`src/uart_adpd_map.svh`:
```
// Register offsets, field positions, reset values and timing counts
`ifndef UART_ADPD_MAP_SVH
`define UART_ADPD_MAP_SVH

`define UA_OFF_STATUS   8'h00
`define UA_OFF_CTRL1    8'h04
`define UA_OFF_CTRL2    8'h08
`define UA_OFF_BAUD     8'h0c
`define UA_OFF_DATA     8'h10
`define UA_OFF_IRQCTL   8'h14
`define UA_OFF_POWER    8'h18
`define UA_OFF_ISTAT    8'h1c
`define UA_OFF_ICLR     8'h20
`define UA_OFF_IEN      8'h24

`define UA_CTRL1_RST    3'h0
`define UA_CTRL2_RST    5'h00
`define UA_BAUD_RST     16'h001f
`define UA_IRQCTL_RST   2'h0
`define UA_IEN_RST      2'h0

`define UA_IRQ_RX       0
`define UA_IRQ_WAKE     1

`define UA_RESP_OKAY    2'h0
`define UA_RESP_DECERR  2'h3

`define UA_RESTART_CYC  11'd1024

`endif

```
`src/uart_adpd_pkg.sv`:
```
// Types shared by the address-detect and power-down UART block
`default_nettype none

package uart_adpd_pkg;

    typedef struct packed {
        logic parity_on;
        logic nine_bit_sel;
        logic uart_on;
    } ctrl_one_t;

    typedef struct packed {
        logic wake_en;
        logic rx_irq_en;
        logic address_match_gate_en;
        logic tx_on;
        logic rx_on;
    } ctrl_two_t;

    typedef struct packed {
        logic uart_irq_en;
        logic global_irq_en;
    } irq_ctl_t;

    typedef enum logic [1:0] {
        TX_IDLE = 2'b01,
        TX_SEND = 2'b10
    } tx_state_t;

    typedef enum logic [3:0] {
        RX_IDLE  = 4'b0001,
        RX_START = 4'b0010,
        RX_DATA  = 4'b0100,
        RX_STOP  = 4'b1000
    } rx_state_t;

endpackage : uart_adpd_pkg

`default_nettype wire

```
`src/bit_sync.sv`:
```
// Two-stage synchroniser for asynchronous inputs
`default_nettype none

module bit_sync #(
    parameter int WIDTH = 1
) (
    input  wire logic             clk_in,   // Sampling clock
    input  wire logic             rst_in,   // Async reset, active high
    input  wire logic [WIDTH-1:0] d_in,     // Asynchronous level
    output logic      [WIDTH-1:0] q_out     // Synchronised level
);
    logic [WIDTH-1:0] meta_q;

    for (genvar i = 0; i < WIDTH; i++) begin : g_bit
        always_ff @(posedge clk_in or posedge rst_in) begin
            if (rst_in) begin
                meta_q[i] <= 1'b1;
                q_out[i]  <= 1'b1;
            end else begin
                meta_q[i] <= d_in[i];
                q_out[i]  <= meta_q[i];
            end
        end
    end
endmodule : bit_sync

`default_nettype wire

```
`src/restart_timer.sv`:
```
// Restart interval counter after a wake-up
`include "uart_adpd_map.svh"
`default_nettype none

module restart_timer (
    input  wire logic clk_in,     // System clock
    input  wire logic rst_in,     // Async reset, active high
    input  wire logic start_in,   // Wake-up pulse
    output logic      busy_out,   // High during the restart interval
    output logic      done_out    // One-cycle pulse when it ends
);
    logic [10:0] cnt_q;

    always_ff @(posedge clk_in or posedge rst_in) begin
        if (rst_in) begin
            cnt_q    <= 11'h000;
            busy_out <= 1'b0;
            done_out <= 1'b0;
        end else begin
            done_out <= 1'b0;
            if (start_in) begin
                cnt_q    <= `UA_RESTART_CYC - 11'd1;
                busy_out <= 1'b1;
            end else if (busy_out) begin
                if (cnt_q == 11'h000) begin
                    busy_out <= 1'b0;
                    done_out <= 1'b1;
                end else begin
                    cnt_q <= cnt_q - 11'd1;
                end
            end
        end
    end
endmodule : restart_timer

`default_nettype wire

```
`src/uart_adpd.sv`:
```
// UART with address-detect interrupt gating and power-down / RX wake-up
//
// Design decisions made here: register access over AXI4-Lite and the register addresses.
`include "uart_adpd_map.svh"
`default_nettype none

module uart_adpd (
    input  wire logic        sys_clk_in,          // 250 MHz system clock
    input  wire logic        sys_rst_in,          // Async reset, active high
    input  wire logic [7:0]  s_axi_awaddr_in,     // Write address
    input  wire logic        s_axi_awvalid_in,    // Write address valid
    output logic             s_axi_awready_out,   // Write address ready
    input  wire logic [31:0] s_axi_wdata_in,      // Write data
    input  wire logic [3:0]  s_axi_wstrb_in,      // Write byte strobes
    input  wire logic        s_axi_wvalid_in,     // Write data valid
    output logic             s_axi_wready_out,    // Write data ready
    output logic [1:0]       s_axi_bresp_out,     // Write response
    output logic             s_axi_bvalid_out,    // Write response valid
    input  wire logic        s_axi_bready_in,     // Write response ready
    input  wire logic [7:0]  s_axi_araddr_in,     // Read address
    input  wire logic        s_axi_arvalid_in,    // Read address valid
    output logic             s_axi_arready_out,   // Read address ready
    output logic [31:0]      s_axi_rdata_out,     // Read data
    output logic [1:0]       s_axi_rresp_out,     // Read response
    output logic             s_axi_rvalid_out,    // Read data valid
    input  wire logic        s_axi_rready_in,     // Read data ready
    input  wire logic        rx_pin_in,           // Serial receive line
    output logic             tx_pin_out,          // Serial transmit line
    output logic             irq_out,             // UART interrupt, level
    output logic             power_down_out       // Chip held in power-down
);
    uart_adpd_pkg::ctrl_one_t ctrl_one_q;
    uart_adpd_pkg::ctrl_two_t ctrl_two_q;
    uart_adpd_pkg::irq_ctl_t  irq_ctl_q;
    uart_adpd_pkg::tx_state_t tx_st_q;
    uart_adpd_pkg::rx_state_t rx_st_q;

    logic [15:0] baud_divisor;
    logic [7:0]  aw_addr_q;
    logic [31:0] w_data_q;
    logic [3:0]  w_strb_q;
    logic        aw_got_q;
    logic        w_got_q;
    logic        wr_fire;
    logic        rd_fire;
    logic [1:0]  irq_sts_q;
    logic [1:0]  irq_en_q;
    logic [1:0]  irq_set;
    logic        wake_arm_q;
    logic        wake;
    logic        restart_busy;
    logic        restart_done;
    logic        rx_s;
    logic        rx_prev_q;
    logic        rx_fall;
    logic [8:0]  rx_data_buffer;
    logic        rx_avail_flag;
    logic        rx_addr_word_q;
    logic [8:0]  rx_sh_q;
    logic [3:0]  rx_idx_q;
    logic [15:0] rx_cnt_q;
    logic        rx_done_q;
    logic [10:0] tx_sh_q;
    logic [3:0]  tx_left_q;
    logic [15:0] tx_cnt_q;
    logic        tx_load;
    logic        rx_top;
    logic        rx_halt;

    // Known register address, shared by read and write decode
    function automatic logic reg_mapped(input logic [7:0] a);
        case (a)
            `UA_OFF_STATUS, `UA_OFF_CTRL1, `UA_OFF_CTRL2, `UA_OFF_BAUD,
            `UA_OFF_DATA, `UA_OFF_IRQCTL, `UA_OFF_POWER, `UA_OFF_ISTAT,
            `UA_OFF_ICLR, `UA_OFF_IEN: reg_mapped = 1'b1;
            default: reg_mapped = 1'b0;
        endcase
    endfunction : reg_mapped

    bit_sync #(.WIDTH(1)) u_rx_sync (
        .clk_in (sys_clk_in),
        .rst_in (sys_rst_in),
        .d_in   (rx_pin_in),
        .q_out  (rx_s)
    );

    restart_timer u_restart (
        .clk_in   (sys_clk_in),
        .rst_in   (sys_rst_in),
        .start_in (wake),
        .busy_out (restart_busy),
        .done_out (restart_done)
    );

    // AXI write channel: address and data taken in either order
    assign wr_fire = aw_got_q & w_got_q & ~s_axi_bvalid_out;

    always_ff @(posedge sys_clk_in or posedge sys_rst_in) begin
        if (sys_rst_in) begin
            aw_got_q          <= 1'b0;
            w_got_q           <= 1'b0;
            aw_addr_q         <= 8'h00;
            w_data_q          <= 32'h0000_0000;
            w_strb_q          <= 4'h0;
            s_axi_awready_out <= 1'b1;
            s_axi_wready_out  <= 1'b1;
            s_axi_bvalid_out  <= 1'b0;
            s_axi_bresp_out   <= `UA_RESP_OKAY;
        end else begin
            if (s_axi_awvalid_in && s_axi_awready_out) begin
                aw_got_q          <= 1'b1;
                aw_addr_q         <= s_axi_awaddr_in;
                s_axi_awready_out <= 1'b0;
            end
            if (s_axi_wvalid_in && s_axi_wready_out) begin
                w_got_q          <= 1'b1;
                w_data_q         <= s_axi_wdata_in;
                w_strb_q         <= s_axi_wstrb_in;
                s_axi_wready_out <= 1'b0;
            end
            if (wr_fire) begin
                aw_got_q         <= 1'b0;
                w_got_q          <= 1'b0;
                s_axi_bvalid_out <= 1'b1;
                s_axi_bresp_out  <= reg_mapped({aw_addr_q[7:2], 2'b00}) ?
                                    `UA_RESP_OKAY : `UA_RESP_DECERR;
            end
            if (s_axi_bvalid_out && s_axi_bready_in) begin
                s_axi_bvalid_out  <= 1'b0;
                s_axi_awready_out <= 1'b1;
                s_axi_wready_out  <= 1'b1;
            end
        end
    end

    // Software registers; power-down never touches them
    always_ff @(posedge sys_clk_in or posedge sys_rst_in) begin
        if (sys_rst_in) begin
            ctrl_one_q   <= uart_adpd_pkg::ctrl_one_t'(`UA_CTRL1_RST);
            ctrl_two_q   <= uart_adpd_pkg::ctrl_two_t'(`UA_CTRL2_RST);
            irq_ctl_q    <= uart_adpd_pkg::irq_ctl_t'(`UA_IRQCTL_RST);
            irq_en_q     <= `UA_IEN_RST;
            baud_divisor <= `UA_BAUD_RST;
        end else if (wr_fire) begin
            case ({aw_addr_q[7:2], 2'b00})
                `UA_OFF_CTRL1: if (w_strb_q[0]) begin
                    ctrl_one_q <= uart_adpd_pkg::ctrl_one_t'(w_data_q[2:0]);
                end
                `UA_OFF_CTRL2: if (w_strb_q[0]) begin
                    ctrl_two_q <= uart_adpd_pkg::ctrl_two_t'(w_data_q[4:0]);
                end
                `UA_OFF_IRQCTL: if (w_strb_q[0]) begin
                    irq_ctl_q <= uart_adpd_pkg::irq_ctl_t'(w_data_q[1:0]);
                end
                `UA_OFF_IEN: if (w_strb_q[0]) begin
                    irq_en_q <= w_data_q[1:0];
                end
                `UA_OFF_BAUD: begin
                    if (w_strb_q[0]) begin
                        baud_divisor[7:0] <= w_data_q[7:0];
                    end
                    if (w_strb_q[1]) begin
                        baud_divisor[15:8] <= w_data_q[15:8];
                    end
                end
                default: ;
            endcase
        end
    end

    // Power-down entry by software; wake arming captured at entry
    assign rx_fall = rx_prev_q & ~rx_s;
    assign wake    = power_down_out & wake_arm_q & rx_fall;

    always_ff @(posedge sys_clk_in or posedge sys_rst_in) begin
        if (sys_rst_in) begin
            power_down_out <= 1'b0;
            wake_arm_q     <= 1'b0;
            rx_prev_q      <= 1'b1;
        end else begin
            rx_prev_q <= rx_s;
            if (wake) begin
                power_down_out <= 1'b0;
            end else if (wr_fire && {aw_addr_q[7:2], 2'b00} == `UA_OFF_POWER
                         && w_strb_q[0]) begin
                if (w_data_q[0] && !power_down_out) begin
                    wake_arm_q <= ctrl_two_q.wake_en & ctrl_one_q.uart_on
                                & ctrl_two_q.rx_on & ctrl_two_q.rx_irq_en;
                end
                power_down_out <= w_data_q[0];
            end
        end
    end

    // Transmitter; forced to idle in power-down, frozen during restart
    assign tx_load = wr_fire && {aw_addr_q[7:2], 2'b00} == `UA_OFF_DATA && w_strb_q[0]
                   && tx_st_q == uart_adpd_pkg::TX_IDLE && ctrl_one_q.uart_on
                   && ctrl_two_q.tx_on && !power_down_out && !restart_busy;

    always_ff @(posedge sys_clk_in or posedge sys_rst_in) begin
        if (sys_rst_in) begin
            tx_st_q    <= uart_adpd_pkg::TX_IDLE;
            tx_sh_q    <= 11'h7ff;
            tx_left_q  <= 4'h0;
            tx_cnt_q   <= 16'h0000;
            tx_pin_out <= 1'b1;
        end else if (power_down_out || !ctrl_one_q.uart_on) begin
            tx_st_q    <= uart_adpd_pkg::TX_IDLE;
            tx_pin_out <= 1'b1;
        end else if (!restart_busy) begin
            case (tx_st_q)
                uart_adpd_pkg::TX_IDLE: begin
                    tx_pin_out <= 1'b1;
                    if (tx_load) begin
                        tx_sh_q   <= ctrl_one_q.nine_bit_sel ?
                                     {1'b1, w_data_q[8:0], 1'b0} :
                                     {2'b11, w_data_q[7:0], 1'b0};
                        tx_left_q <= ctrl_one_q.nine_bit_sel ? 4'd11 : 4'd10;
                        tx_cnt_q  <= 16'h0000;
                        tx_st_q   <= uart_adpd_pkg::TX_SEND;
                    end
                end
                uart_adpd_pkg::TX_SEND: begin
                    tx_pin_out <= tx_sh_q[0];
                    if (tx_cnt_q == baud_divisor) begin
                        tx_cnt_q  <= 16'h0000;
                        tx_sh_q   <= {1'b1, tx_sh_q[10:1]};
                        tx_left_q <= tx_left_q - 4'd1;
                        if (tx_left_q == 4'd1) begin
                            tx_st_q <= uart_adpd_pkg::TX_IDLE;
                        end
                    end else begin
                        tx_cnt_q <= tx_cnt_q + 16'd1;
                    end
                end
                default: tx_st_q <= uart_adpd_pkg::TX_IDLE;
            endcase
        end
    end

    // Receiver; held idle while stopped or restarting
    assign rx_halt = power_down_out || restart_busy
                   || !ctrl_one_q.uart_on || !ctrl_two_q.rx_on;

    always_ff @(posedge sys_clk_in or posedge sys_rst_in) begin
        if (sys_rst_in) begin
            rx_st_q   <= uart_adpd_pkg::RX_IDLE;
            rx_sh_q   <= 9'h000;
            rx_idx_q  <= 4'h0;
            rx_cnt_q  <= 16'h0000;
            rx_done_q <= 1'b0;
        end else if (rx_halt) begin
            rx_st_q   <= uart_adpd_pkg::RX_IDLE;
            rx_done_q <= 1'b0;
        end else begin
            rx_done_q <= 1'b0;
            case (rx_st_q)
                uart_adpd_pkg::RX_IDLE: begin
                    if (rx_fall) begin
                        rx_cnt_q <= 16'h0000;
                        rx_sh_q  <= 9'h000;
                        rx_st_q  <= uart_adpd_pkg::RX_START;
                    end
                end
                uart_adpd_pkg::RX_START: begin
                    // Mid-bit check rejects glitches shorter than half a bit
                    if (rx_cnt_q == {1'b0, baud_divisor[15:1]}) begin
                        rx_cnt_q <= 16'h0000;
                        rx_idx_q <= 4'h0;
                        rx_st_q  <= rx_s ? uart_adpd_pkg::RX_IDLE
                                         : uart_adpd_pkg::RX_DATA;
                    end else begin
                        rx_cnt_q <= rx_cnt_q + 16'd1;
                    end
                end
                uart_adpd_pkg::RX_DATA: begin
                    if (rx_cnt_q == baud_divisor) begin
                        rx_cnt_q          <= 16'h0000;
                        rx_sh_q[rx_idx_q] <= rx_s;
                        rx_idx_q          <= rx_idx_q + 4'd1;
                        if (rx_idx_q == (ctrl_one_q.nine_bit_sel ? 4'd8 : 4'd7)) begin
                            rx_st_q <= uart_adpd_pkg::RX_STOP;
                        end
                    end else begin
                        rx_cnt_q <= rx_cnt_q + 16'd1;
                    end
                end
                uart_adpd_pkg::RX_STOP: begin
                    if (rx_cnt_q == baud_divisor) begin
                        rx_done_q <= 1'b1;
                        rx_st_q   <= uart_adpd_pkg::RX_IDLE;
                    end else begin
                        rx_cnt_q <= rx_cnt_q + 16'd1;
                    end
                end
                default: rx_st_q <= uart_adpd_pkg::RX_IDLE;
            endcase
        end
    end

    assign rx_top = ctrl_one_q.nine_bit_sel ? rx_sh_q[8] : rx_sh_q[7];

    // Every word lands in the buffer; a new word beats a same-cycle read
    always_ff @(posedge sys_clk_in or posedge sys_rst_in) begin
        if (sys_rst_in) begin
            rx_data_buffer <= 9'h000;
            rx_avail_flag  <= 1'b0;
            rx_addr_word_q <= 1'b0;
        end else if (rx_done_q) begin
            rx_data_buffer <= rx_sh_q;
            rx_avail_flag  <= 1'b1;
            rx_addr_word_q <= rx_top;
        end else if (rd_fire && {s_axi_araddr_in[7:2], 2'b00} == `UA_OFF_DATA) begin
            rx_avail_flag <= 1'b0;
        end
    end

    // Interrupt status: sticky, set beats clear
    assign irq_set[`UA_IRQ_RX]   = rx_done_q && ctrl_two_q.rx_irq_en
                                 && (!ctrl_two_q.address_match_gate_en || rx_top);
    assign irq_set[`UA_IRQ_WAKE] = restart_done;

    always_ff @(posedge sys_clk_in or posedge sys_rst_in) begin
        if (sys_rst_in) begin
            irq_sts_q <= 2'h0;
            irq_out   <= 1'b0;
        end else begin
            if (wr_fire && {aw_addr_q[7:2], 2'b00} == `UA_OFF_ICLR && w_strb_q[0]) begin
                irq_sts_q <= (irq_sts_q & ~w_data_q[1:0]) | irq_set;
            end else begin
                irq_sts_q <= irq_sts_q | irq_set;
            end
            irq_out <= irq_ctl_q.global_irq_en && irq_ctl_q.uart_irq_en
                    && |(irq_sts_q & irq_en_q);
        end
    end

    // AXI read channel; one read at a time
    assign rd_fire = s_axi_arvalid_in & s_axi_arready_out;

    always_ff @(posedge sys_clk_in or posedge sys_rst_in) begin
        if (sys_rst_in) begin
            s_axi_arready_out <= 1'b1;
            s_axi_rvalid_out  <= 1'b0;
            s_axi_rdata_out   <= 32'h0000_0000;
            s_axi_rresp_out   <= `UA_RESP_OKAY;
        end else if (rd_fire) begin
            s_axi_arready_out <= 1'b0;
            s_axi_rvalid_out  <= 1'b1;
            s_axi_rresp_out   <= reg_mapped({s_axi_araddr_in[7:2], 2'b00}) ?
                                 `UA_RESP_OKAY : `UA_RESP_DECERR;
            case ({s_axi_araddr_in[7:2], 2'b00})
                `UA_OFF_STATUS: s_axi_rdata_out <= {26'h0, restart_busy, power_down_out,
                    tx_st_q == uart_adpd_pkg::TX_SEND, rx_st_q == uart_adpd_pkg::RX_IDLE,
                    rx_addr_word_q, rx_avail_flag};
                `UA_OFF_CTRL1:  s_axi_rdata_out <= {29'h0, ctrl_one_q};
                `UA_OFF_CTRL2:  s_axi_rdata_out <= {27'h0, ctrl_two_q};
                `UA_OFF_BAUD:   s_axi_rdata_out <= {16'h0, baud_divisor};
                `UA_OFF_DATA:   s_axi_rdata_out <= {23'h0, rx_data_buffer};
                `UA_OFF_IRQCTL: s_axi_rdata_out <= {30'h0, irq_ctl_q};
                `UA_OFF_POWER:  s_axi_rdata_out <= {31'h0, power_down_out};
                `UA_OFF_ISTAT:  s_axi_rdata_out <= {30'h0, irq_sts_q};
                `UA_OFF_IEN:    s_axi_rdata_out <= {30'h0, irq_en_q};
                default:        s_axi_rdata_out <= 32'h0000_0000;
            endcase
        end else if (s_axi_rvalid_out && s_axi_rready_in) begin
            s_axi_rvalid_out  <= 1'b0;
            s_axi_arready_out <= 1'b1;
        end
    end
endmodule : uart_adpd

`default_nettype wire

```
`config.mk`:
```
export PLATFORM = sky130hd
export DESIGN_NAME = uart_adpd
export DESIGN_NICKNAME = d
export VERILOG_FILES = /design/src/uart_adpd_pkg.sv /design/src/bit_sync.sv /design/src/restart_timer.sv /design/src/uart_adpd.sv
export VERILOG_INCLUDE_DIRS = /design/src
export SDC_FILE = /design/constraint.sdc
export NUM_CORES = 1
export LEC_CHECK = 0
export ABC_AREA = 1
export BUFFER_PORTS_ARGS = -buffer_cell sky130_fd_sc_hd__clkbuf_2
export CAP_MARGIN = 0
export CORE_UTILIZATION = 40
export CTS_CLUSTER_DIAMETER = 150
export DETAILED_ROUTE_END_ITERATION = 16
export GPL_TIMING_DRIVEN = 0
export PLACE_DENSITY = 0.59
export SYNTH_ARGS = -nofsm -noshare
export SYNTH_HDL_FRONTEND = slang
export SYNTH_HIERARCHICAL = 1
export SYNTH_SLANG_ARGS = --single-unit
```
`constraint.sdc`:
```
create_clock -name sys_clk_in -period 9.55 [get_ports sys_clk_in]
set_input_delay 0.4775 -clock sys_clk_in [delete_from_list [all_inputs] [get_ports sys_clk_in]]
set_output_delay 0.4775 -clock sys_clk_in [all_outputs]
set_load 0.02 [all_outputs]
```
After elaboration in Yosys (flattened, before gate mapping)
Index checks and enable logic that the tools add are counted.
- bitwise operators: 20
- magnitude comparators: 2
- muxes and demuxes: 82
- equality and inequality tests: 45
- add/subtract/negate cells: 5
- reductions and logical operators: 68
- operator list (cell ; number):
    $pmux 16 s9 ; 1
    $mux 16 ; 6
    $pmux 16 s4 ; 1
    $mux 11 ; 5
    $eq 6x3->1 const B ; 8
    $mux 4 ; 11
    $mux 1 ; 36
    $add 16x1->16 const B ; 2
    $eq 16x16->1 ; 2
    $pmux 16 s2 ; 1
    $eq 6x2->1 const B ; 4
    $eq 6x4->1 const B ; 4
    $reduce_bool 2->1 ; 12
    $logic_and 1x1->1 ; 22
    $pmux 11 s2 ; 1
    $ne 3x3->1 const B ; 7
    $reduce_and 3->1 ; 7
    $reduce_and 4->1 ; 5
    $reduce_or 10->1 ; 2
    $mux 9 ; 2
    $pmux 9 s2 ; 1
    $eq 16x15->1 ; 1
    $mux 2 ; 8
    $pmux 4 s2 ; 2
    other kinds (37) ; 71
- output and inout port bits: 44
- input bits: 60
- flip-flop bits (word level): 197

Depth between registers and ports, before layout
Gate-level depths: netlist (run 1).
- depth in word-level cells: 13
- gate-level depth with buffers: 13
- gate-level depth less buffers: 12

Modules after synthesis
Netlist (run 1), hierarchy kept.
- by module, submodules not included (module ; area an instance (um2) ; times used ; seq. area each (um2) ; cells each):
    uart_adpd ; 9275.1 ; 1 ; 4056.4 ; 1251
    restart_timer ; 789.5 ; 1 ; 325.3 ; 106
    bit_sync ; 56.3 ; 1 ; 52.6 ; 3

Worst setup path after synthesis (run 1)
No wires, ideal clock.
- kind: register to register
- start: register power_down_out
- end: register tx_cnt_q[3]
- arrival time: 1568 ps
- cell stages (with the launch flop): 10
- period minus slack after synthesis: 1692 ps
- setup slack: 7858 ps
- cells stage by stage: dfrtp_1 -> nor2_4 -> nand2_4 -> nor2_2 -> nand3_2 -> a21oi_4 -> buf_6 -> nand2_2 -> o21ai_0 -> a21oi_1
- cells in the longest elaborated chain, start to end: 5
- elaborated cells on any way between the ends: 7
- ends and longest elaborated chain (what ; RTL line ; text):
    start, declared ; uart_adpd.sv:30 ; output logic power_down_out
    start signal, assigned ; uart_adpd.sv:190 ; power_down_out <= w_data_q[0];
    $logic_not 1->1 ; uart_adpd.sv:198 ; && ctrl_two_q.tx_on && !power_down_out && !restart_busy;
    $logic_and 1x1->1 (2 in a row) ; uart_adpd.sv:196 ; assign tx_load = wr_fire && {aw_addr_q[7:2], 2'b00} == `UA_OFF_DATA && w_strb_q[0]
    $ne 2x2->1 (no source line) ; -- ;
    $reduce_and 4->1 (no source line) * ; -- ;
    end signal, assigned ; uart_adpd.sv:233 ; tx_cnt_q <= tx_cnt_q + 16'd1;
    end, declared ; uart_adpd.sv:65 ; logic [15:0] tx_cnt_q;
Every way passes the cells marked *; elsewhere a longest branch is shown, timed or not.
A chain may end at the register's enable or synchronous reset.

Final worst setup path (run 1)
- start: register u_rx_sync.q_out
- end: register u_restart.cnt_q[1]
- cells in the longest elaborated chain, start to end: 5
- elaborated cells on any way between the ends: 7
- ends and longest elaborated chain (what ; RTL line ; text):
    start, declared ; bit_sync.sv:10 ; output logic [WIDTH-1:0] q_out
    start signal, assigned by index ; bit_sync.sv:21 ; q_out[i] <= meta_q[i];
    $not 1->1 * ; uart_adpd.sv:172 ; assign rx_fall = rx_prev_q & ~rx_s;
    $and 1x1->1 * ; uart_adpd.sv:172 ;
    $and 1x1->1 * ; uart_adpd.sv:173 ; assign wake = power_down_out & wake_arm_q & rx_fall;
    named net wake ; uart_adpd.sv:50 ; logic wake;
    $ne 2x1->1 (no source line) / $reduce_bool 2->1 (equally long branches) ; -- ;
    $reduce_and 2->1 (no source line) ; -- ;
    end signal, assigned ; restart_timer.sv:22 ; cnt_q <= `UA_RESTART_CYC - 11'd1;
    end signal, assigned ; restart_timer.sv:29 ; cnt_q <= cnt_q - 11'd1;
    end, declared ; restart_timer.sv:12 ; logic [10:0] cnt_q;
Mark *: on every way through the listed nets, which the timed path passes. The rest lies on a longest branch.

==> impl_metrics.env, run 1 <==
export IMPL_outcome="finished, final reports clean"
export IMPL_place_inst=1765
export IMPL_syn_area_mm2=0.0101
export IMPL_final_nets=1529
export IMPL_instances_no_fill=1797
export IMPL_netlist_area_leader_share_pct=37.6
export IMPL_post_cts_resized=0
export IMPL_finalSetupViolations=0
export IMPL_hold_buffers=0
export IMPL_r2r_slack_ns=7.44
export IMPL_path_cells="buf_2 -> inv_1 -> nand2_1 -> nor2_1 -> clkinv_1 -> buf_6 -> nand3_1 -> nand2_1"
export IMPL_grt_pass1_wl_um=43300
export IMPL_dieArea_mm2=0.0259
export IMPL_synth_area_leader_cell="dfrtp_1"
export IMPL_fmaxAchievable_ghz=0.474
export IMPL_antenna_found_initial=0
export IMPL_drive_above_1_share_pct=16.7
export IMPL_netlist_top_cells_count="nand2_1, dfrtp_1, inv_1"
export IMPL_drc=0
export IMPL_grt_total_usage_pct=20.9
export IMPL_slowest_stage="clkinv_1"
export IMPL_ff2ff_path_depth=8
export IMPL_critPathArrivalTime_ns=2.44
export IMPL_cap_violations=0
export IMPL_hpwl_um=19300
export IMPL_drv_slew=0
export IMPL_r2r_start="u_rx_sync/q_out"
export IMPL_clock_root_buffer="clkbuf_16"
export IMPL_syn_inst=1360
export IMPL_peakVddDrop_mv=0.125
export IMPL_hp_class="primary input to asynchronous set/reset pin"
export IMPL_dieWidth_um=161
export IMPL_grt_overflow_total=0
export IMPL_startpoint_type="flop"
export IMPL_fin_crit_sh_pct=22.1
export IMPL_synth_cell_types=49
export IMPL_finalWirelength_um=25800
export IMPL_grt_pass1_vias=8471
export IMPL_first_pass_iters=6
export IMPL_synth_seq_area_share_pct=43.8
export IMPL_critPathMaxStageDelay_ns=0.40
export IMPL_die_h_um=161
export IMPL_synth_edf_count=0
export IMPL_cts_sinks=176
export IMPL_final_hold_viol_count=0
export IMPL_ios=104
export IMPL_grt_setup_unrepaired="no"
export IMPL_grt_start_max_net_pins=111
export IMPL_synthArstFlopShare_pct=100
export IMPL_syn_to_final_growth_pct=14.1
export IMPL_end_kind="flop"
export IMPL_setup_worst_path_end="u_restart/cnt_q[1]"
export IMPL_cts_buffers=17
export IMPL_synth_area_leaders="dfrtp_1, nand2_1, dfstp_2"
export IMPL_synth_ff_type="dfrtp_1"
export IMPL_slew_headroom_pct=54.5
export IMPL_p_leak_uw=0.00568
export IMPL_worst_slew_pin_slew_ns=0.682
export IMPL_setup_worst_path_start="u_rx_sync/q_out"
export IMPL_total_power_uw=2290
export IMPL_cts_setup_buffers=0
export IMPL_drtAntennaViolNets=0
export IMPL_finalSetupTns_ns=0
export IMPL_clkLatencyLatePin_ns=0.43
export IMPL_htree_levels=4
export IMPL_design_area_mm2=0.0116
export IMPL_avgSynthCellArea_um2=7.44
export IMPL_path_max_fanout=10
export IMPL_num_antenna_cells=0
export IMPL_p_per_area_mw_per_mm2=199
export IMPL_clock_skew_ns=0.0119
export IMPL_yosysWarnings=6
export IMPL_critPathKind="flop to flop"
export IMPL_io_buffer_count=65
export IMPL_dpl_cell_area_mm2=0.0109
export IMPL_via_count=8994
export IMPL_tritoncts="yes"
export IMPL_clockBufferDepth=2
export IMPL_row_count=57
export IMPL_fill_cells=2553
export IMPL_cp_required_ns=9.88
export IMPL_core_area_mm2=0.0245
export IMPL_drt_iter0_markers=581
export IMPL_finalCriticalPeriod_ns=2.11
export IMPL_path_clk_slew_ns=0.07
export IMPL_gp_congestion=0.890
export IMPL_cpMostUsedCell="nand2_1"
export IMPL_start_util_pct=41.3
export IMPL_wire_per_inst_um=14.4
export IMPL_whs_ns=0.0875
export IMPL_synth_most_common_cell="nand2_1"
export IMPL_ys_ff_latch=176
export IMPL_via_per_inst=5.01
export IMPL_r2r_end="u_restart/cnt_q[1]"
==> worst min-delay path by stage <==
stage                         endpoint  depth (start not counted)        startpoint  slack, ns
floorplan           u_restart/busy_out                          1        sys_rst_in       0.35
global placement       u_rx_sync/q_out                          0  u_rx_sync/meta_q       0.35
detailed placement     u_rx_sync/q_out                          0  u_rx_sync/meta_q       0.35
CTS                            irq_out                          2        sys_rst_in        0.1
global route                   irq_out                          2        sys_rst_in       0.12
finish                         irq_out                          2        sys_rst_in       0.09
==> worst max-delay path, delay by kind of cell (launching register included) <==
kind / cells / cell delay (ns)
simple gates: 4 / 0.67
buf+inv: 4 / 0.94
flops: 1 / 0.37
==> registers in the layout (all words and copies together), names as in the netlist, 3 cells and up <==
signal / count
tx_cnt_q: 16
rx_cnt_q: 16
tx_left_q: 4
w_data_q: 16
rx_idx_q: 4
rx_st_q: 4
ctrl_one_q: 3
rx_data_buffer: 9
rx_sh_q: 9
tx_sh_q: 10
s_axi_rdata_out: 16
ctrl_two_q: 5
u_restart/cnt_q: 11
aw_addr_q: 6
baud_divisor: 16
==> per-layer routing <==
metal	track usage, %	routed length (um)	vias to the layer above
li1	-	-	4536
met1	29.2	12600	4219
met2	33.9	12000	216
met3	2.70	888	23
met4	5.53	291	0
met5	0	0	-
==> cells by family (layout without fill, tap and decap cells) <==
| kind of cell | count (synthesis) | count (layout) | synth area share, % |
|---|---|---|---|
| flip-flops | 176 | 176 | 43.8 |
| other | 1 | 16 | 0.0371 |
| AND/OR/NAND/NOR | 734 | 734 | 31.6 |
| buffers and inverters | 221 | 319 | 9.77 |
| XOR/XNOR | 32 | 32 | 2.77 |
| adder cells (fa/ha/maj) | 9 | 9 | 1.11 |
| multiplexers | 3 | 3 | 0.297 |
| AO/OA/AOI/OAI | 184 | 184 | 10.6 |
==> layout by cell type, fill, tap and decap left out, drive strengths merged, types with 16 or more instances in the layout <==
cell type / synthesis / routed
dfrtp: 152 / 152
inv: 166 / 175
a21oi: 26 / 26
xor2: 30 / 30
nor3: 16 / 16
nand4: 46 / 46
o21ai: 133 / 133
nand2: 450 / 450
conb: 1 / 16
clkbuf: 13 / 96
nor2: 115 / 115
buf: 40 / 41
dfstp: 24 / 24
nand3: 101 / 101
==> through the flow <==
step | utilization, % | setup slack [ns]
2_1_floorplan | - | 4.76
3_3_place_gp | 44.5 | 2.69
3_5_place_dp | 44.6 | 7.46
4_1_cts | 47.1 | 7.44
5_1_grt | 47.1 | 7.21
6_report | 47.1 | 7.44
==> where the power goes <==
part / switching [uW] / total, uW / internal [uW]
registers: 93.0 / 948 / 855
clock network: 326 / 729 / 403
logic: 441 / 616 / 175
total: 860 / 2290 / 1430
==> layout make-up <==
cell class	count	area, um^2	area share, %
multi-input cells	978	4750	41.2
flip-flops and latches	176	4430	38.4
inverters	168	641	5.55
clock buffers	18	439	3.80
well taps	324	405	3.51
plain buffers	53	355	3.08
repair buffers	66	353	3.05
clock inverters	14	169	1.46
Power figures use the tool's default switching activity.
==> inputs of run 2 (changes only) <==
--- a/config.mk
+++ b/config.mk
@@ -6,14 +6,14 @@
 export SDC_FILE = /design/constraint.sdc
 export NUM_CORES = 1
 export LEC_CHECK = 0
-export ABC_AREA = 1
+export ABC_AREA = 0
 export BUFFER_PORTS_ARGS = -buffer_cell sky130_fd_sc_hd__clkbuf_2
 export CAP_MARGIN = 0
 export CORE_UTILIZATION = 40
 export CTS_CLUSTER_DIAMETER = 150
 export DETAILED_ROUTE_END_ITERATION = 16
 export GPL_TIMING_DRIVEN = 0
-export PLACE_DENSITY = 0.59
+export PLACE_DENSITY = 0.61
 export SYNTH_ARGS = -nofsm -noshare
 export SYNTH_HDL_FRONTEND = slang
 export SYNTH_HIERARCHICAL = 1
==> constraint.sdc (replaced) <==
create_clock -name sys_clk_in -period 1.92 [get_ports sys_clk_in]
set_input_delay 0.096 -clock sys_clk_in [delete_from_list [all_inputs] [get_ports sys_clk_in]]
set_output_delay 0.096 -clock sys_clk_in [all_outputs]
set_load 0.02 [all_outputs]
==> impl_metrics.env, run 2 <==
export IMPL_clock_skew_ns=0.0140
export IMPL_netlist_top_cells_count="dfrtp_1, nand2_1, mux2_2"
export IMPL_hp_class="primary input to flop"
export IMPL_synth_area_leader_cell="dfrtp_1"
export IMPL_via_count=7211
export IMPL_met2_usage_pct=31.6
export IMPL_critPathKind="flop to flop"
export IMPL_cp_num_buf_inv=2
export IMPL_die_h_um=154
export IMPL_wire_per_inst_um=17.2
export IMPL_slowest_stage="dfstp_2"
export IMPL_synth_most_common_cell="dfrtp_1"
export IMPL_global_route_usage_met3_pct=3.55
export IMPL_drc=0
export IMPL_met1_usage_pct=27.8
export IMPL_syn_area_mm2=0.00924
export IMPL_final_hold_viol_count=0
export IMPL_critPathTopFamily="flip-flops"
export IMPL_grt_total_usage_pct=20.0
export IMPL_syn_to_final_growth_pct=28.9
export IMPL_synthArstFlopShare_pct=100
export IMPL_drtAntennaViolNets=0
export IMPL_gp_congestion=0.849
export IMPL_violations="negative setup slack"
export IMPL_clock_root_buffer="clkbuf_16"
export IMPL_grt_pass1_wl_um=37100
export IMPL_io_buffer_count=65
export IMPL_fin_crit_sh_pct=118
export IMPL_synth_ff_type="dfrtp_1"
export IMPL_path_clk_slew_ns=0.07
export IMPL_cap_violations=0
export IMPL_setup_ws_ns=-0.345
export IMPL_synth_area_leaders="dfrtp_1, mux2_2, dfstp_2"
export IMPL_end_kind="flop"
export IMPL_whs_ns=0.124
export IMPL_p_per_area_mw_per_mm2=1040
export IMPL_num_antenna_cells=0
export IMPL_dieWidth_um=154
export IMPL_hpwl_um=15700
export IMPL_critPathArrivalTime_ns=2.58
export IMPL_path_cells="xor2_1 -> nor4_1 -> nand4_1 -> buf_4 -> a2bb2oi_4 -> buf_6 -> nand2_8 -> a311o_1"
export IMPL_clockBufferDepth=2
export IMPL_outcome="finished with violations"
export IMPL_synth_compound_area_share_pct=12.9
export IMPL_peakVddDrop_mv=0.644
export IMPL_via_per_inst=5.37
export IMPL_ios=104
export IMPL_dieArea_mm2=0.0237
export IMPL_cts_buffers=17
export IMPL_yosys_area_share_simple_pct=16.5
export IMPL_final_cell_mix="dfrtp_1, clkbuf_2, nand2_1"
export IMPL_synth_top_family_by_area="simple AND/OR/NAND/NOR gates"
export IMPL_grt_overflow_total=0
export IMPL_worst_slew_pin_slew_ns=0.777
export IMPL_yosysWarnings=6
export IMPL_first_pass_iters=5
export IMPL_synthAdderAreaFrac_pct=1.22
export IMPL_top_usage_layer="met2"
export IMPL_synth_xor_area_share_pct=5.21
export IMPL_avgSynthCellArea_um2=10.6
export IMPL_mostFrequentLayoutCell="dfrtp_1"
export IMPL_final_nets=1114
export IMPL_start_util_pct=40.8
export IMPL_core_area_mm2=0.0226
export IMPL_ys_ff_latch=176
export IMPL_clkLatencyLatePin_ns=0.44
export IMPL_synth_edf_count=0
export IMPL_drt_iter0_markers=381
export IMPL_finalWirelength_um=23100
export IMPL_drv_slew=0
export IMPL_grt_setup_unrepaired="yes"
export IMPL_finish_utilization_pct=52.6
export IMPL_fmaxAchievable_ghz=0.442
export IMPL_startpoint_type="flop"
export IMPL_critPathMaxStageDelay_ns=0.63
export IMPL_antenna_found_initial=0
export IMPL_fill_cells=2021
export IMPL_p_leak_uw=0.00555
export IMPL_finalCriticalPeriod_ns=2.26
export IMPL_finalSetupViolations=64
export IMPL_htree_levels=4
export IMPL_synthMuxAreaShare_pct=10.9
export IMPL_synth_seq_area_share_pct=48.0
export IMPL_grt_pass1_vias=6897
export IMPL_cts_sinks=176
export IMPL_syn_inst=870
export IMPL_netlist_area_leader_share_pct=41.2
export IMPL_synth_cell_types=77
export IMPL_drive_above_1_share_pct=35.1
export IMPL_path_max_fanout=7
export IMPL_row_count=55
export IMPL_slew_headroom_pct=47.8
export IMPL_tritoncts="yes"
export IMPL_cp_required_ns=2.23
export IMPL_grt_start_max_net_pins=41
-- run 2: cell count changes in the layout (fill, tap and decap cells not counted), sizes merged, moves of 21 or more --
cell / previous run / this run
buf: 41 / 81
dlygate4sd3: 0 / 34
inv: 175 / 42
mux2: 0 / 64
nand2: 450 / 70
nand3: 101 / 20
nand4: 46 / 25
nor2: 115 / 46
o21ai: 133 / 37
xnor2: 2 / 37
-- run 2: power by group --
| part | switching (uW) | internal [uW] |
|---|---|---|
| Clock | 1560 | 2100 |
| Sequential | 673 | 4240 |
| Combinational | 1790 | 1970 |
-- run 2: stage by stage --
step | setup slack (ns) | instances | power [uW] | area (um^2) | TNS (ns)
finish | -0.345 | 1343 | 12300 | 11900 | -13.72
global route | -0.448 | 1343 | 12900 | 11900 | -18.98
CTS | -0.316 | 1334 | 12300 | 11700 | -9.22
detailed placement | -0.637 | 1239 | 7440 | 10100 | -30.89
global placement | -1.42 | 1235 | 7380 | 10000 | -239.30
floorplan | -0.242 | 885 | 6620 | 9340 | -32.44
-- run 2: final timing paths --
path / start / endpoint / slack [ns] / depth (start not counted)
min in group asynchronous: sys_rst_in / u_rx_sync/meta_q / 0.27 / 3
worst min register to register: u_rx_sync/meta_q / u_rx_sync/q_out / 0.36 / 0
worst min-delay path: s_axi_araddr_in[5] / s_axi_rresp_out[0] / 0.12 / 4
worst max register to register: baud_divisor[1] / rx_cnt_q[2] / -0.34 / 8
max in group asynchronous: sys_rst_in / baud_divisor[3] / 0.59 / 5
worst max-delay path: baud_divisor[1] / rx_cnt_q[2] / -0.34 / 8
-- run 2: layer usage --
| metal | vias up | wire length, um |
|---|---|---|
| li1 | 3466 | - |
| met1 | 3552 | 10900 |
| met2 | 171 | 10800 |
| met3 | 22 | 1020 |
| met4 | 0 | 405 |
| met5 | - | 0 |
-- run 2: worst reg2reg max path, cell delays in order (launching register included) --
cell	delay, ns
dfstp_2	0.63
xor2_1	0.09
nor4_1	0.29
nand4_1	0.12
buf_4	0.18
a2bb2oi_4	0.21
buf_6	0.17
nand2_8	0.07
a311o_1	0.37
-- run 2: logic make-up (layout without fill, tap and decap cells) --
family / after synthesis / after routing
muxes: 89 / 89
and+or+nand+nor: 278 / 278
adders and majority gates: 9 / 9
xor gates and xnor gates: 55 / 55
buffers and inverters: 97 / 270
DFF: 176 / 176
other: 1 / 16
AOI/OAI and AO/OA: 165 / 165
-- run 2: layout make-up --
| type | instances | area [um^2] | share of cell area, % |
|---|---|---|---|
| multi-input cells | 612 | 4820 | 40.5 |
| well taps | 285 | 357 | 2.99 |
| repair buffers | 149 | 1160 | 9.76 |
| clock buffers | 18 | 439 | 3.69 |
| clock inverters | 14 | 179 | 1.50 |
| flip-flops and latches | 176 | 4450 | 37.3 |
| inverters | 40 | 154 | 1.29 |
| plain buffers | 49 | 354 | 2.97 |
-- run 2: timing repair --
| action | in CTS | in global routing |
|---|---|---|
| buffers inserted | 33 | 11 |
| endpoints found under the setup margin | 101 | 100 |
| pin swaps | 45 | 15 |
| gates cloned | 3 | 0 |
| hold endpoints to repair | 72 | 0 |
| hold buffers | 34 | 0 |
| gates resized for setup | 104 | 44 |
==> inputs of run 3 (changes only) <==
--- a/config.mk
+++ b/config.mk
@@ -14,6 +14,7 @@
 export DETAILED_ROUTE_END_ITERATION = 16
 export GPL_TIMING_DRIVEN = 0
 export PLACE_DENSITY = 0.61
+export RECOVER_POWER = 25
 export SYNTH_ARGS = -nofsm -noshare
 export SYNTH_HDL_FRONTEND = slang
 export SYNTH_HIERARCHICAL = 1
==> impl_metrics.env, run 3 (same netlist as run 2, synthesis figures left out) <==
export IMPL_grt_setup_unrepaired="yes"
export IMPL_drt_iter0_markers=374
export IMPL_finish_utilization_pct=52.5
export IMPL_tritoncts="yes"
export IMPL_htree_levels=4
export IMPL_clock_root_buffer="clkbuf_16"
export IMPL_ios=104
export IMPL_wire_per_inst_um=17.2
export IMPL_cts_buffers=17
export IMPL_start_util_pct=40.8
export IMPL_final_cell_mix="dfrtp_1, nand2_1, clkbuf_2"
export IMPL_finalSetupViolations=64
export IMPL_hpwl_um=15700
export IMPL_first_pass_iters=4
export IMPL_finalCriticalPeriod_ns=2.26
export IMPL_hp_class="primary input to flop"
export IMPL_critPathArrivalTime_ns=2.58
export IMPL_drive_above_1_share_pct=34.5
export IMPL_path_clk_slew_ns=0.07
export IMPL_dieArea_mm2=0.0237
export IMPL_drv_slew=0
export IMPL_num_antenna_cells=0
export IMPL_clock_skew_ns=0.0157
export IMPL_row_count=55
export IMPL_drc=0
export IMPL_clkLatencyLatePin_ns=0.44
export IMPL_drtAntennaViolNets=0
export IMPL_r2r_slack_ns=-0.34
export IMPL_fmaxAchievable_ghz=0.442
export IMPL_gp_congestion=0.849
export IMPL_worst_slew_pin_slew_ns=1.43
export IMPL_outcome="finished with violations"
export IMPL_cp_required_ns=2.24
export IMPL_cap_violations=0
export IMPL_end_kind="flop"
export IMPL_slew_headroom_pct=4.39
export IMPL_clockBufferDepth=2
export IMPL_violations="negative setup slack"
export IMPL_final_nets=1114
export IMPL_grt_pass1_vias=6897
export IMPL_core_area_mm2=0.0226
export IMPL_place_inst=1239
export IMPL_grt_overflow_total=0
export IMPL_p_per_area_mw_per_mm2=1040
export IMPL_whs_ns=0.122
export IMPL_instances_no_fill=1343
export IMPL_cts_sinks=176
export IMPL_fin_crit_sh_pct=118
export IMPL_path_max_fanout=7
export IMPL_via_per_inst=5.37
export IMPL_finalWirelength_um=23100
export IMPL_grt_total_usage_pct=20.0
export IMPL_total_power_uw=12300
export IMPL_via_count=7211
export IMPL_peakVddDrop_mv=0.644
export IMPL_grt_pass1_wl_um=37100
export IMPL_startpoint_type="flop"
export IMPL_die_h_um=154
export IMPL_critPathKind="flop to flop"
export IMPL_antenna_found_initial=0
export IMPL_p_leak_uw=0.00552
export IMPL_grt_start_max_net_pins=41
export IMPL_syn_to_final_growth_pct=28.6
export IMPL_dpl_cell_area_mm2=0.0101
export IMPL_mostFrequentLayoutCell="dfrtp_1"
export IMPL_io_buffer_count=65
export IMPL_dieWidth_um=154
export IMPL_final_hold_viol_count=0
export IMPL_design_area_mm2=0.0119
export IMPL_setup_ws_ns=-0.343
==> run 3: critical path, cell delays in order (launching register included) <==
cell and delay, ns:
dfstp_2 0.59, xnor2_1 0.13, nand4_1 0.15, nor4_4 0.27
buf_4 0.18, a2bb2oi_4 0.22, buf_6 0.17, nand2_8 0.07
a311o_1 0.37
==> run 3: metrics by stage <==
step | TNS [ns] | setup WS [ns]
after floorplan | -32.44 | -0.242
after global placement | -239.30 | -1.42
after detailed placement | -30.89 | -0.637
after CTS | -9.22 | -0.316
after global routing | -19.69 | -0.448
final | -13.69 | -0.343
==> run 3: layout make-up <==
type / count / area (um^2)
sequential: 176 / 4450
multi-input combinational: 612 / 4820
inverter: 40 / 151
timing repair buffer: 149 / 1140
fill: 2030 / 10800
clock inverter: 14 / 179
buffer: 49 / 354
clock buffer: 18 / 439
tap: 285 / 357
==> run 3: final timing paths <==
path,start,end,cells after the start
hold reg to reg,u_rx_sync/meta_q,u_rx_sync/q_out,0
setup / recovery,baud_divisor[3],rx_cnt_q[2],8
min in group asynchronous,sys_rst_in,u_rx_sync/meta_q,3
hold / removal,s_axi_araddr_in[5],s_axi_rresp_out[0],4
setup reg to reg,baud_divisor[3],rx_cnt_q[2],8
max in group asynchronous,sys_rst_in,baud_divisor[3],5
==> run 3: report_power, final <==
part           total, uW  internal (uW)  switching (uW)  leakage (uW)
Sequential          4920           4240             672       0.00229
Combinational       3740           1960            1780       0.00294
Clock               3660           2100            1560      0.000299
==> run 3: timing repair <==
action,in CTS,in global routing
endpoints found under the hold margin,72,0
buffers inserted,33,11
hold buffers,34,0
pin swaps,45,15
cloned,3,0
endpoints found under the setup margin,101,100
resized for setup,104,44
==> run 3: layer usage <==
layer | vias to the layer above | track usage [%] | wire [um]
met2 | 180 | 31.6 | 10800
met5 | - | 0 | 0
met4 | 0 | 6.10 | 420
met3 | 25 | 3.55 | 1030
met1 | 3539 | 27.8 | 10900
li1 | 3467 | - | -
